<file path="config.mk">
export PLATFORM = sky130hd
export DESIGN_NAME = ssim_top
export DESIGN_NICKNAME = d
export VERILOG_FILES = /design/src/hdl/ssim_pkg.sv /design/src/hdl/ssim_top.sv
export SDC_FILE = /design/constraint.sdc
export NUM_CORES = 1
export LEC_CHECK = 0
export ABC_CLOCK_PERIOD_IN_PS = 6200
export BUFFER_PORTS_ARGS = -buffer_cell sky130_fd_sc_hd__buf_2
export CAP_MARGIN = 20
export CORE_MARGIN = 3
export CORE_UTILIZATION = 61
export CTS_BUF_LIST = sky130_fd_sc_hd__clkbuf_16
export DETAILED_ROUTE_END_ITERATION = 7
export HOLD_SLACK_MARGIN = 0.05
export PLACE_DENSITY = 0.82
export REMOVE_ABC_BUFFERS = 1
export SYNTH_ARGS = -nofsm -noshare
export SYNTH_HDL_FRONTEND = slang
export SYNTH_SLANG_ARGS = --single-unit
</file>
<file path="constraint.sdc">
create_clock -name clk -period 6.2 [get_ports clk]
set_input_delay 0.93 -clock clk [delete_from_list [all_inputs] [get_ports clk]]
set_output_delay 0.93 -clock clk [all_outputs]
set_load 0.01 [all_outputs]
</file>
<file path="src/hdl/ssim_pkg.sv">
// Package for the servo status and input map block
package ssim_pkg;
  // Input pin count; pins 7 and 8 are the fast pair
  localparam int NUM_INPUTS = 8;
  localparam int FAST_A_IDX = 6;
  localparam int FAST_B_IDX = 7;
  // Clock rate and derived cycle counts
  localparam int CLK_HZ = 50000000;
  localparam int MS_CYCLES = CLK_HZ / 1000;
  localparam int US_CYCLES = CLK_HZ / 1000000;
  // Threshold reset values and clamp limits
  localparam logic [15:0] POS_COMPLETE_THR_RST = 16'h0320;
  localparam logic [15:0] POS_NEAR_THR_RST = 16'h1388;
  localparam logic [15:0] POS_WINDOW_MS_RST = 16'h000a;
  localparam logic [15:0] POS_HOLD_MS_RST = 16'h0064;
  localparam logic [15:0] ROTATION_THR_RST = 16'h0014;
  localparam logic [15:0] SPEED_CONSIST_THR_RST = 16'h000a;
  localparam logic [15:0] SPEED_APPROACH_THR_RST = 16'h0064;
  localparam logic [15:0] SPEED_APPROACH_THR_MIN = 16'h000a;
  localparam logic [15:0] ZERO_SPEED_THR_RST = 16'h000a;
  localparam logic [15:0] TORQUE_THR_RST = 16'h0064;
  localparam logic [15:0] TORQUE_HYST_RST = 16'h000a;
  localparam logic [15:0] TORQUE_HYST_MIN = 16'h000a;
  localparam logic [15:0] TORQUE_HYST_MAX = 16'h0014;
  localparam logic [13:0] FAST_FILTER_US_RST = 14'h0032;
  // Judging mode for the positioning complete output
  localparam logic [1:0] JUDGE_DEVIATION = 2'h0;
  localparam logic [1:0] JUDGE_WINDOW = 2'h3;
  // Function codes
  localparam logic [4:0] FN_NONE = 5'h00;
  localparam logic [4:0] FN_SERVO_ENABLE = 5'h01;
  localparam logic [4:0] FN_FAULT_RESET = 5'h02;
  localparam int NUM_FUNCTIONS = 17;
  // Positioning complete sequencer states
  typedef enum logic [1:0] {
    SSIM_IDLE = 2'b00,
    SSIM_QUALIFY = 2'b01,
    SSIM_HOLD = 2'b11
  } ssim_pos_state_t;
endpackage

</file>
<file path="src/hdl/ssim_top.sv">
// Servo status outputs and digital input function map
`timescale 1ns/1ps
module ssim_top (
  input wire logic clk,
  input wire logic reset_n,
  input wire logic [1:0] judge_mode,
  input wire logic [31:0] position_deviation,
  input wire logic filtered_command_zero,
  input wire logic [15:0] position_complete_threshold,
  input wire logic [15:0] position_near_threshold,
  input wire logic [15:0] position_window_ms,
  input wire logic [15:0] position_hold_ms,
  input wire logic [15:0] motor_speed,
  input wire logic [15:0] speed_command,
  input wire logic [15:0] rotation_threshold,
  input wire logic [15:0] speed_consistent_threshold,
  input wire logic [15:0] speed_approach_threshold,
  input wire logic [15:0] zero_speed_threshold,
  input wire logic [15:0] actual_torque,
  input wire logic [15:0] torque_reached_threshold,
  input wire logic [15:0] torque_reached_hysteresis,
  input wire logic [13:0] fast_input_filter_time,
  input wire logic [7:0] input_pin,
  input wire logic [7:0] virtual_input,
  input wire logic [7:0] input_polarity,
  input wire logic [7:0] input_source,
  input wire logic [39:0] input_function,
  input wire logic input_function_load,
  output logic position_complete,
  output logic position_near,
  output logic motor_rotating,
  output logic speed_consistent,
  output logic speed_approaching,
  output logic zero_speed,
  output logic torque_reached,
  output logic servo_enable_fn,
  output logic fault_warning_reset_fn,
  output logic forward_limit_fn,
  output logic reverse_limit_fn,
  output logic zero_speed_hold_fn,
  output logic deviation_reset_fn,
  output logic command_negate_fn,
  output logic emergency_halt_fn,
  output logic gear_switch_fn,
  output logic gain_switch_fn,
  output logic position_reference_block_fn,
  output logic damping_switch_fn,
  output logic internal_speed_bit1,
  output logic internal_speed_bit2,
  output logic internal_speed_bit3,
  output logic inertia_switch_fn
);

  // Magnitude of a signed 16-bit value
  function automatic logic [15:0] mag16(input logic [15:0] v);
    mag16 = v[15] ? 16'((~v) + 16'h0001) : v;
  endfunction

  // Reset release through two flops
  logic [1:0] rst_sync;
  logic rst_n;
  always_ff @(posedge clk or negedge reset_n)
  begin
    if (!reset_n)
      rst_sync <= 2'b00;
    else
      rst_sync <= {rst_sync[0], 1'b1};
  end
  assign rst_n = rst_sync[1];

  // Two-flop synchroniser for physical pins; only the second stage is read
  logic [7:0] pin_meta, pin_sync;
  always_ff @(posedge clk or negedge rst_n)
  begin
    if (!rst_n)
      {pin_sync, pin_meta} <= 16'h0000;
    else
      {pin_sync, pin_meta} <= {pin_meta, input_pin};
  end

  // Fast pin filter: level must stay stable for the filter time
  logic [1:0] fast_state;
  logic [19:0] fast_cnt [2];
  logic [19:0] filter_cycles;
  logic [1:0] fast_raw;
  assign filter_cycles = 20'(fast_input_filter_time) * 20'(ssim_pkg::US_CYCLES);
  assign fast_raw = {pin_sync[ssim_pkg::FAST_B_IDX], pin_sync[ssim_pkg::FAST_A_IDX]};
  always_ff @(posedge clk or negedge rst_n)
  begin
    if (!rst_n)
    begin
      fast_state <= 2'b00;
      fast_cnt <= '{20'h00000, 20'h00000};
    end
    else
      for (int f = 0; f < 2; f++)
        if (fast_raw[f] == fast_state[f])
          fast_cnt[f] <= 20'h00000;
        else if (fast_cnt[f] + 20'h00001 >= filter_cycles)
        begin
          fast_state[f] <= fast_raw[f];
          fast_cnt[f] <= 20'h00000;
        end
        else
          fast_cnt[f] <= fast_cnt[f] + 20'h00001;
  end

  // Physical level after filtering of the fast pair
  logic [7:0] pin_clean;
  assign pin_clean = {fast_state, pin_sync[5:0]};

  // Source and polarity per pin
  logic [7:0] pin_raw_sel;
  logic [7:0] pin_active;
  assign pin_raw_sel = (input_source & virtual_input) | (~input_source & pin_clean);
  assign pin_active = pin_raw_sel ^ input_polarity;

  // Function code table, defaults pin 1 enable, pin 2 fault reset
  logic [4:0] fn_code [8];
  always_ff @(posedge clk or negedge rst_n)
  begin
    if (!rst_n)
    begin
      for (int i = 0; i < 8; i++)
        fn_code[i] <= ssim_pkg::FN_NONE;
      fn_code[0] <= ssim_pkg::FN_SERVO_ENABLE;
      fn_code[1] <= ssim_pkg::FN_FAULT_RESET;
    end
    else if (input_function_load)
    begin
      for (int i = 0; i < 8; i++)
        fn_code[i] <= input_function[i*5 +: 5];
    end
  end

  // Map active pins to functions, any pin with a code from 1 to 16 drives it
  logic [16:0] fn_vec;
  always_comb
  begin
    fn_vec = 17'h00000;
    for (int i = 0; i < 8; i++)
      if (fn_code[i] != ssim_pkg::FN_NONE && fn_code[i] <= 5'h10)
        fn_vec[fn_code[i]] = fn_vec[fn_code[i]] | pin_active[i];
  end

  // Registered function outputs, bit n carries function code n
  logic [16:1] fn_q;
  always_ff @(posedge clk or negedge rst_n)
  begin
    if (!rst_n)
      fn_q <= 16'h0000;
    else
      fn_q <= fn_vec[16:1];
  end
  assign {inertia_switch_fn, internal_speed_bit3, internal_speed_bit2, internal_speed_bit1,
          damping_switch_fn, position_reference_block_fn, gain_switch_fn, gear_switch_fn,
          emergency_halt_fn, command_negate_fn, deviation_reset_fn, zero_speed_hold_fn,
          reverse_limit_fn, forward_limit_fn, fault_warning_reset_fn, servo_enable_fn} = fn_q;

  // Speed and torque comparisons
  logic [15:0] speed_mag;
  logic [15:0] speed_err;
  logic [15:0] approach_thr;
  logic [15:0] hyst_eff;
  logic [16:0] torque_level;
  logic next_torque_reached;
  assign speed_mag = mag16(motor_speed);
  assign speed_err = mag16(16'(motor_speed - speed_command));
  assign approach_thr = (speed_approach_threshold < ssim_pkg::SPEED_APPROACH_THR_MIN) ?
                        ssim_pkg::SPEED_APPROACH_THR_MIN : speed_approach_threshold;
  assign hyst_eff = (torque_reached_hysteresis < ssim_pkg::TORQUE_HYST_MIN) ?
                    ssim_pkg::TORQUE_HYST_MIN :
                    (torque_reached_hysteresis > ssim_pkg::TORQUE_HYST_MAX) ?
                    ssim_pkg::TORQUE_HYST_MAX : torque_reached_hysteresis;
  assign torque_level = {1'b0, torque_reached_threshold} + {1'b0, hyst_eff};
  assign next_torque_reached = {1'b0, mag16(actual_torque)} >= torque_level;

  always_ff @(posedge clk or negedge rst_n)
  begin
    if (!rst_n)
    begin
      motor_rotating <= 1'b0;
      speed_consistent <= 1'b0;
      speed_approaching <= 1'b0;
      zero_speed <= 1'b0;
      torque_reached <= 1'b0;
    end
    else
    begin
      motor_rotating <= speed_mag > rotation_threshold;
      speed_consistent <= speed_err <= speed_consistent_threshold;
      speed_approaching <= speed_mag >= approach_thr;
      zero_speed <= speed_mag <= zero_speed_threshold;
      torque_reached <= next_torque_reached;
    end
  end

  // Deviation magnitude and positioning conditions
  logic [31:0] dev_mag;
  logic dev_complete;
  logic dev_near;
  logic pos_cond;
  logic [31:0] window_cycles;
  logic [31:0] hold_cycles;
  assign dev_mag = position_deviation[31] ? 32'((~position_deviation) + 32'h1) :
                   position_deviation;
  assign dev_complete = dev_mag < {16'h0000, position_complete_threshold};
  assign dev_near = dev_mag < {16'h0000, position_near_threshold};
  assign pos_cond = (judge_mode == ssim_pkg::JUDGE_WINDOW) ?
                    (dev_complete && filtered_command_zero) : dev_complete;
  assign window_cycles = 32'(position_window_ms) * 32'(ssim_pkg::MS_CYCLES);
  assign hold_cycles = 32'(position_hold_ms) * 32'(ssim_pkg::MS_CYCLES);

  // Positioning complete sequencer with window and hold
  ssim_pkg::ssim_pos_state_t pos_state;
  logic [31:0] pos_cnt;
  always_ff @(posedge clk or negedge rst_n)
  begin
    if (!rst_n)
    begin
      pos_state <= ssim_pkg::SSIM_IDLE;
      pos_cnt <= 32'h0;
      position_complete <= 1'b0;
      position_near <= 1'b0;
    end
    else
    begin
      position_near <= dev_near;
      case (pos_state)
        ssim_pkg::SSIM_IDLE:
        begin
          pos_cnt <= 32'h0;
          position_complete <= 1'b0;
          if (pos_cond && judge_mode == ssim_pkg::JUDGE_WINDOW)
            pos_state <= ssim_pkg::SSIM_QUALIFY;
          else if (pos_cond)
          begin
            pos_state <= ssim_pkg::SSIM_HOLD;
            position_complete <= 1'b1;
          end
        end
        ssim_pkg::SSIM_QUALIFY:
        begin
          if (!pos_cond)
          begin
            pos_state <= ssim_pkg::SSIM_IDLE;
            pos_cnt <= 32'h0;
          end
          else if (pos_cnt + 32'h1 >= window_cycles)
          begin
            pos_state <= ssim_pkg::SSIM_HOLD;
            pos_cnt <= 32'h0;
            position_complete <= 1'b1;
          end
          else
            pos_cnt <= pos_cnt + 32'h1;
        end
        ssim_pkg::SSIM_HOLD:
        begin
          if (pos_cnt + 32'h1 >= hold_cycles && !pos_cond)
          begin
            pos_state <= ssim_pkg::SSIM_IDLE;
            position_complete <= 1'b0;
            pos_cnt <= 32'h0;
          end
          else if (pos_cnt + 32'h1 < hold_cycles)
            pos_cnt <= pos_cnt + 32'h1;
        end
        default:
        begin
          pos_state <= ssim_pkg::SSIM_IDLE;
          pos_cnt <= 32'h0;
          position_complete <= 1'b0;
        end
      endcase
    end
  end

endmodule

</file>
# Word level (Yosys, flattened, before mapping)
# Memory sizes are Yosys's and may differ from the RTL's.
# Index checks and enable logic that the tools add are counted.
# W data, S select, Z words.
[totals]
output_inout_bits = 23
romBits = 32
register_bits = 157
in_bits = 332
word_cells = 216
memories = 1
[classes]
n_mul = 3
n_addsub = 9
mux = 75
reduce_logical = 33
eq_ne = 11
bitwise = 20
n_lt_le_gt_ge = 39
[memory_table]
columns = ["name", "words", "word_bits", "rd", "rd_clocked_by_memory_dff", "wr", "line", "rtl"]
rows = [
  ["(name not given)", 32, 1, 1, 0, 0, "ssim_top.sv:143", "fn_vec[fn_code[i]] = fn_vec[fn_code[i]] | pin_active[i];"],
]
[op_table]
columns = ["op", "n"]
rows = [
  ["$mux W32", 5],
  ["$mux W17", 8],
  ["$bwmux W17", 7],
  ["$mux W16", 6],
  ["$mux W20", 4],
  ["$add A32 B1 Y32 const B", 2],
  ["$ge A32 B32 Y1", 2],
  ["$lt A32 B16 Y1", 2],
  ["$pmux W32 S2", 1],
  ["$mul A16 B12 Y28 const B", 2],
  ["$add A16 B1 Y16 const B", 3],
  ["$lt A5 B6 Y1 const B", 8],
  ["$not A16 Y16", 3],
  ["$add A20 B1 Y20 const B", 2],
  ["$demux W1 S5", 8],
  ["$ge A20 B20 Y1", 2],
  ["$ge A5 B1 Y1 const B", 8],
  ["$le A5 B5 Y1 const B", 8],
  ["$reduce_bool A5 Y1", 8],
  ["$bmux W1 S5", 7],
  ["$le A16 B16 Y1", 2],
  ["$lt A16 B4 Y1 const B", 2],
  ["$lt A32 B32 Y1", 1],
  ["$not A32 Y32", 1],
  ["other kinds (28)", 88],
]

# Longest topological paths before layout
[depth]
ltp_word = 42
ltp_mapped = 40
mapped_depth_nobuf = 38

# Worst setup path before layout
# OpenSTA, ideal clock, no wires.
[synth_timing]
path_kind = "input to register"
startpoint = "input position_hold_ms[1]"
endpoint = "register pos_cnt[8]"
path_buffers = 2
setup_time_ns = 0.064
slack_ns = -2.046
path_stages = 40
t_arrival_ns = 8.182
required_ns = 6.136
path_cell_list = "ha_1 ha_1 fa_1 ha_1 inv_1 fa_1 inv_1 ha_1 a21o_1 a21oi_1 o21bai_1 a21oi_1 o21bai_1 a21oi_1 o21bai_1 a21oi_1 o21bai_1 a21oi_1 (+4 left out) o21bai_1 a21oi_1 nor2b_1 o21ai_0 nor2b_1 xor2_1 ha_1 a21o_1 a21o_1 a221oi_1 a21oi_1 nor2b_1 a22o_1 buf_2 nand2_1 buf_2 nor3b_1 a21o_1"
[synth_between]
elab_chain_len = 5
elab_cells_between_ends = 7
cone_classes = "mul (1); order compare (2); eq/ne (1); mux (2); reduce/logical (1)"
[synth_rtl]
columns = ["item", "line", "rtl"]
rows = [
  ["start, declared", "ssim_top.sv:12", "input wire logic [15:0] position_hold_ms,"],
  ["$mul A16 B12 Y28 (*)", "ssim_top.sv:212", "assign hold_cycles = 32'(position_hold_ms) * 32'(ssim_pkg::MS_CYCLES);"],
  ["$ge A32 B32 Y1", "ssim_top.sv:260", "if (pos_cnt + 32'h1 >= hold_cycles && !pos_cond)"],
  ["$logic_and A1 B1 Y1", "ssim_top.sv:260", ""],
  ["$mux W32", "ssim_top.sv:260", ""],
  ["$pmux W32 S2", "ssim_top.sv:229", "case (pos_state)"],
  ["end signal, assigned", "ssim_top.sv:256", "pos_cnt <= pos_cnt + 32'h1;"],
  ["end signal, assigned", "ssim_top.sv:267", "pos_cnt <= pos_cnt + 32'h1;"],
  ["end, declared", "ssim_top.sv:216", "logic [31:0] pos_cnt;"],
]
# Mark *: on every way between the ends. The rest lies on a longest branch, timed or not.
# A chain may end at the register's enable or synchronous reset.

# Final worst setup path
[layout_timing]
startpoint = "input position_hold_ms[2]"
endpoint = "register pos_cnt[15]"
# Same word-level chain as after synthesis.

==> run metrics <==
core area=about 43000 um^2; Vias/cell=6.378; clock latency on the worst-skew pair=around 0.48 ns; global-route wire length before repair=147400 um; r2r worst-path depth=22; layout cells sized above 1=0.2806; Netlist cell types=115; total of max-cap violations=0; Worst VDD drop=302.3 uV; routability cong.=0.9745; Synth area leader=ha_1; initial antenna violation count=8; Reg-to-Reg Start=pos_cnt[1]$_DFFE_PN0P_; #FFs+latches synth=about 160; synthesis-to-layout area growth=28.88%; Seq/Total Area, Yosys=0.1474; Hold Violations, Final=0; Bufs and invs on worst path=8; Mapped Avg Cell Area=8.317 um^2; CTS sink cnt=157; P per Cell Area=between 200 and 300 nW/um^2; setup TNS=-71.51 ns; Critical Path Slowest Stage Cell=fa_1; crit path max fanout=8; Final Critical Period=8.301 ns; Detailed Route WL=98970 um; internal power=0.005023 W; Leak=17.84 nW; headroom to the max-slew limit=0.2881; area share of the largest cell type after synthesis=0.2308; largest net degree at the start of global routing=82; WL/cell=about 22 um; hold_buf cts=0; Post-synth EDFFs=0; DRC viols=1; main area contributors after synthesis=ha_1, dfrtp_1, fa_1, inv_1, xnor2_1; f_max=120.5 MHz; pre-CTS WS=-2.661 ns; CTS tree=yes; WP data arrival=8.68 ns; switch share=0.4659; R2R Setup Slk=-0.23 ns; critical setup path kind=in -> reg; Root Buffer=clkbuf_16; RR Endpoint=pos_cnt[12]$_DFFE_PN0P_; Worst Max-Slew Pin Slew=1.066 ns; worst setup margin=-2.101 ns; clk buf depth=2; total grt overflow=0; Worst Skew=0.02450 ns; Via Count=about 29000; Crit. End Element=register; post-route ant nets=0; dominant delay contributor by cell family on the critical path=compound AO/OA/AOI/OAI gates; floorplan row count=75; synth warn=0; drt pass-1 iters=8; clock transition at the registers of the reported paths=~0.090 ns; period utilization=1.339; CP startpoint kind=input port; total global-route track usage=0.3845; starting density of the core=0.6261; initial DRC count=between 3000 and 4000; IO buf count=354; Comb power frac=0.755; IO Pins=355; cell mode on critical path=a21oi_2; fin nets=between 4000 and 5000; Detail Placement HPWL=69940 um; ys async rst share=1.000; WP data required=about 6.6 ns; H-tree levels=4; Die Footprint=46270 um^2; Largest stage delay, worst path=0.52 ns; total CTS buffers=17; cells after synthesis=approximately 3200; Psw=0.004382 W; final setup vio count=49; mapped cell area=roughly 27000 um^2; max-slew violations=0; unrepaired setup endpoints after global routing=true; status=finished with violations; Min-Delay Path Class=reg -> async; Total Power=about 0.0094 W; failing checks=DRC, setup timing; Clock power frac=0.121; Sequential Power Share=0.124; Die W=215.1 um; top_reg_cell synth=dfrtp_1; die height=around 220 um; vias in the first global route=29320
cells in the mapped netlist (all sizes together) (17+ instances only):
cell    count
o21bai     36
dfrtp     155
a211oi     30
nor2b      80
clkbuf     54
and3       24
o21a       23
o31ai      23
a32o       28
nand2b     48
mux2       36
nand4      42
or3        31
xor2       70
o211ai     22
nor3       57
nor4       18
o21ai     134
nor2      195
a21oi     173
buf        23
xnor2     158
ha        492
and2       17
inv       434
nand3      73
fa         99
nand2     225
a21o      110
a31oi      40
cells by family after synthesis:
group | after synthesis | synth area share
AOI/OAI and AO/OA | 764 | 0.2033
xor gates and xnor gates | 228 | 0.07487
adders and majority gates | 591 | 0.3051
buffers and inverters | 514 | 0.07421
DFF | 157 | 0.1474
muxes | 52 | 0.02228
other | 2 | 0.0002816
and+or+nand+nor | 899 | 0.1726
per-layer routing:
layer,vias up,global-route usage,wire length (um)
met4,0,0.1729,6470
met2,1895,0.6686,46580
li1,12844,-,-
met5,-,0,0
met3,608,0.06497,9404
met1,13754,0.4678,36510
metrics by stage:
stage | hold slack [ns] | std cells | util | instance area [um^2]
final | 0.1736 | 4563 | 0.8069 | 34380
after global routing | 0.1878 | 4560 | 0.8067 | 34370
after CTS | 0.2311 | 4520 | 0.7813 | 33280
after detailed placement | 0.3355 | 4446 | 0.7446 | 31720
after global placement | 0.3334 | 4446 | 0.7446 | 31720
after floorplan | 0.3312 | 3140 | - | 26370
cells in the final DEF (no fill, tap or decap), types with 11 or more instances in the layout:
master     count
a21o_1       109
buf_4        415
o211ai_1      19
nand2_1      218
o31ai_1       18
a21oi_2       33
xnor2_1      157
nor2b_1       77
o21ai_0      116
xor2_1        68
o21ai_1       15
buf_6         27
a21oi_1      134
nor4_1        15
nor2_1       191
nand3_1       70
dfrtp_1      153
a31oi_1       31
ha_4          20
nand2b_1      48
nand3b_1      12
mux2_2        33
o21a_1        23
and2_1        17
ha_1         464
nor3_1        52
and3_1        23
clkbuf_16     18
fa_1          98
inv_1        424
mux2i_1       11
a211oi_1      18
conb_1        12
buf_2        348
or3_1         31
or2_2         13
a32o_1        27
nor3b_1       13
nand4_1       42
o21bai_1      35
worst max-delay path by stage:
stage	from	to	slack (ns)	cells past startpoint
2_1_floorplan	position_hold_ms[1]	pos_cnt[28]$_DFFE_PN0P_	-2.62	38
3_3_place_gp	position_hold_ms[1]	pos_cnt[8]$_DFFE_PN0P_	-1.96	40
3_5_place_dp	position_hold_ms[1]	pos_cnt[16]$_DFFE_PN0P_	-2.66	40
4_1_cts	position_hold_ms[2]	pos_cnt[16]$_DFFE_PN0P_	-1.10	40
5_1_grt	position_hold_ms[2]	pos_cnt[15]$_DFFE_PN0P_	-2.26	39
6_report	position_hold_ms[2]	pos_cnt[15]$_DFFE_PN0P_	-2.10	39
power groups by stage:
| stage | logic (W) | clock network (W) | registers, W |
|---|---|---|---|
| floorplan | 0.00326 | 0 | 0.00120 |
| global placement | 0.00516 | 0 | 0.00118 |
| detailed placement | 0.00546 | 0 | 0.00119 |
| CTS | 0.00606 | 0.00113 | 0.00117 |
| global route | 0.00752 | 0.00119 | 0.00117 |
| finish | 0.00711 | 0.00114 | 0.00116 |
final cells by class:
| cell class | count | area (um^2) |
|---|---|---|
| inverters | 437 | 1640 |
| clock buffers | 17 | 425.4 |
| flip-flops and latches | 157 | 3936 |
| repair buffers | 803 | 5419 |
| diodes | 9 | 22.52 |
| fillers | 2706 | 8228 |
| clock inverters | 15 | 201.4 |
| well taps | 577 | 721.9 |
| multi-input cells | 2548 | 22010 |
timing repair:
item                                    in CTS  in global routing
cloned                                       4                  1
pin swaps                                   89                 91
endpoints found under the setup margin      50                 51
setup buffers                               39                 34
resized for setup                          126                137
sequential cells by signal, summed over array words and instances, names as in the netlist, 2 cells and up:
register,cells
rst_sync,2
pos_cnt,32
fast_state,2
pos_state,2
pin_sync,8
fn_q,16
pin_meta,8
fn_code,40
fast_cnt,40
No activity file was read; power rests on OpenSTA's default activity.
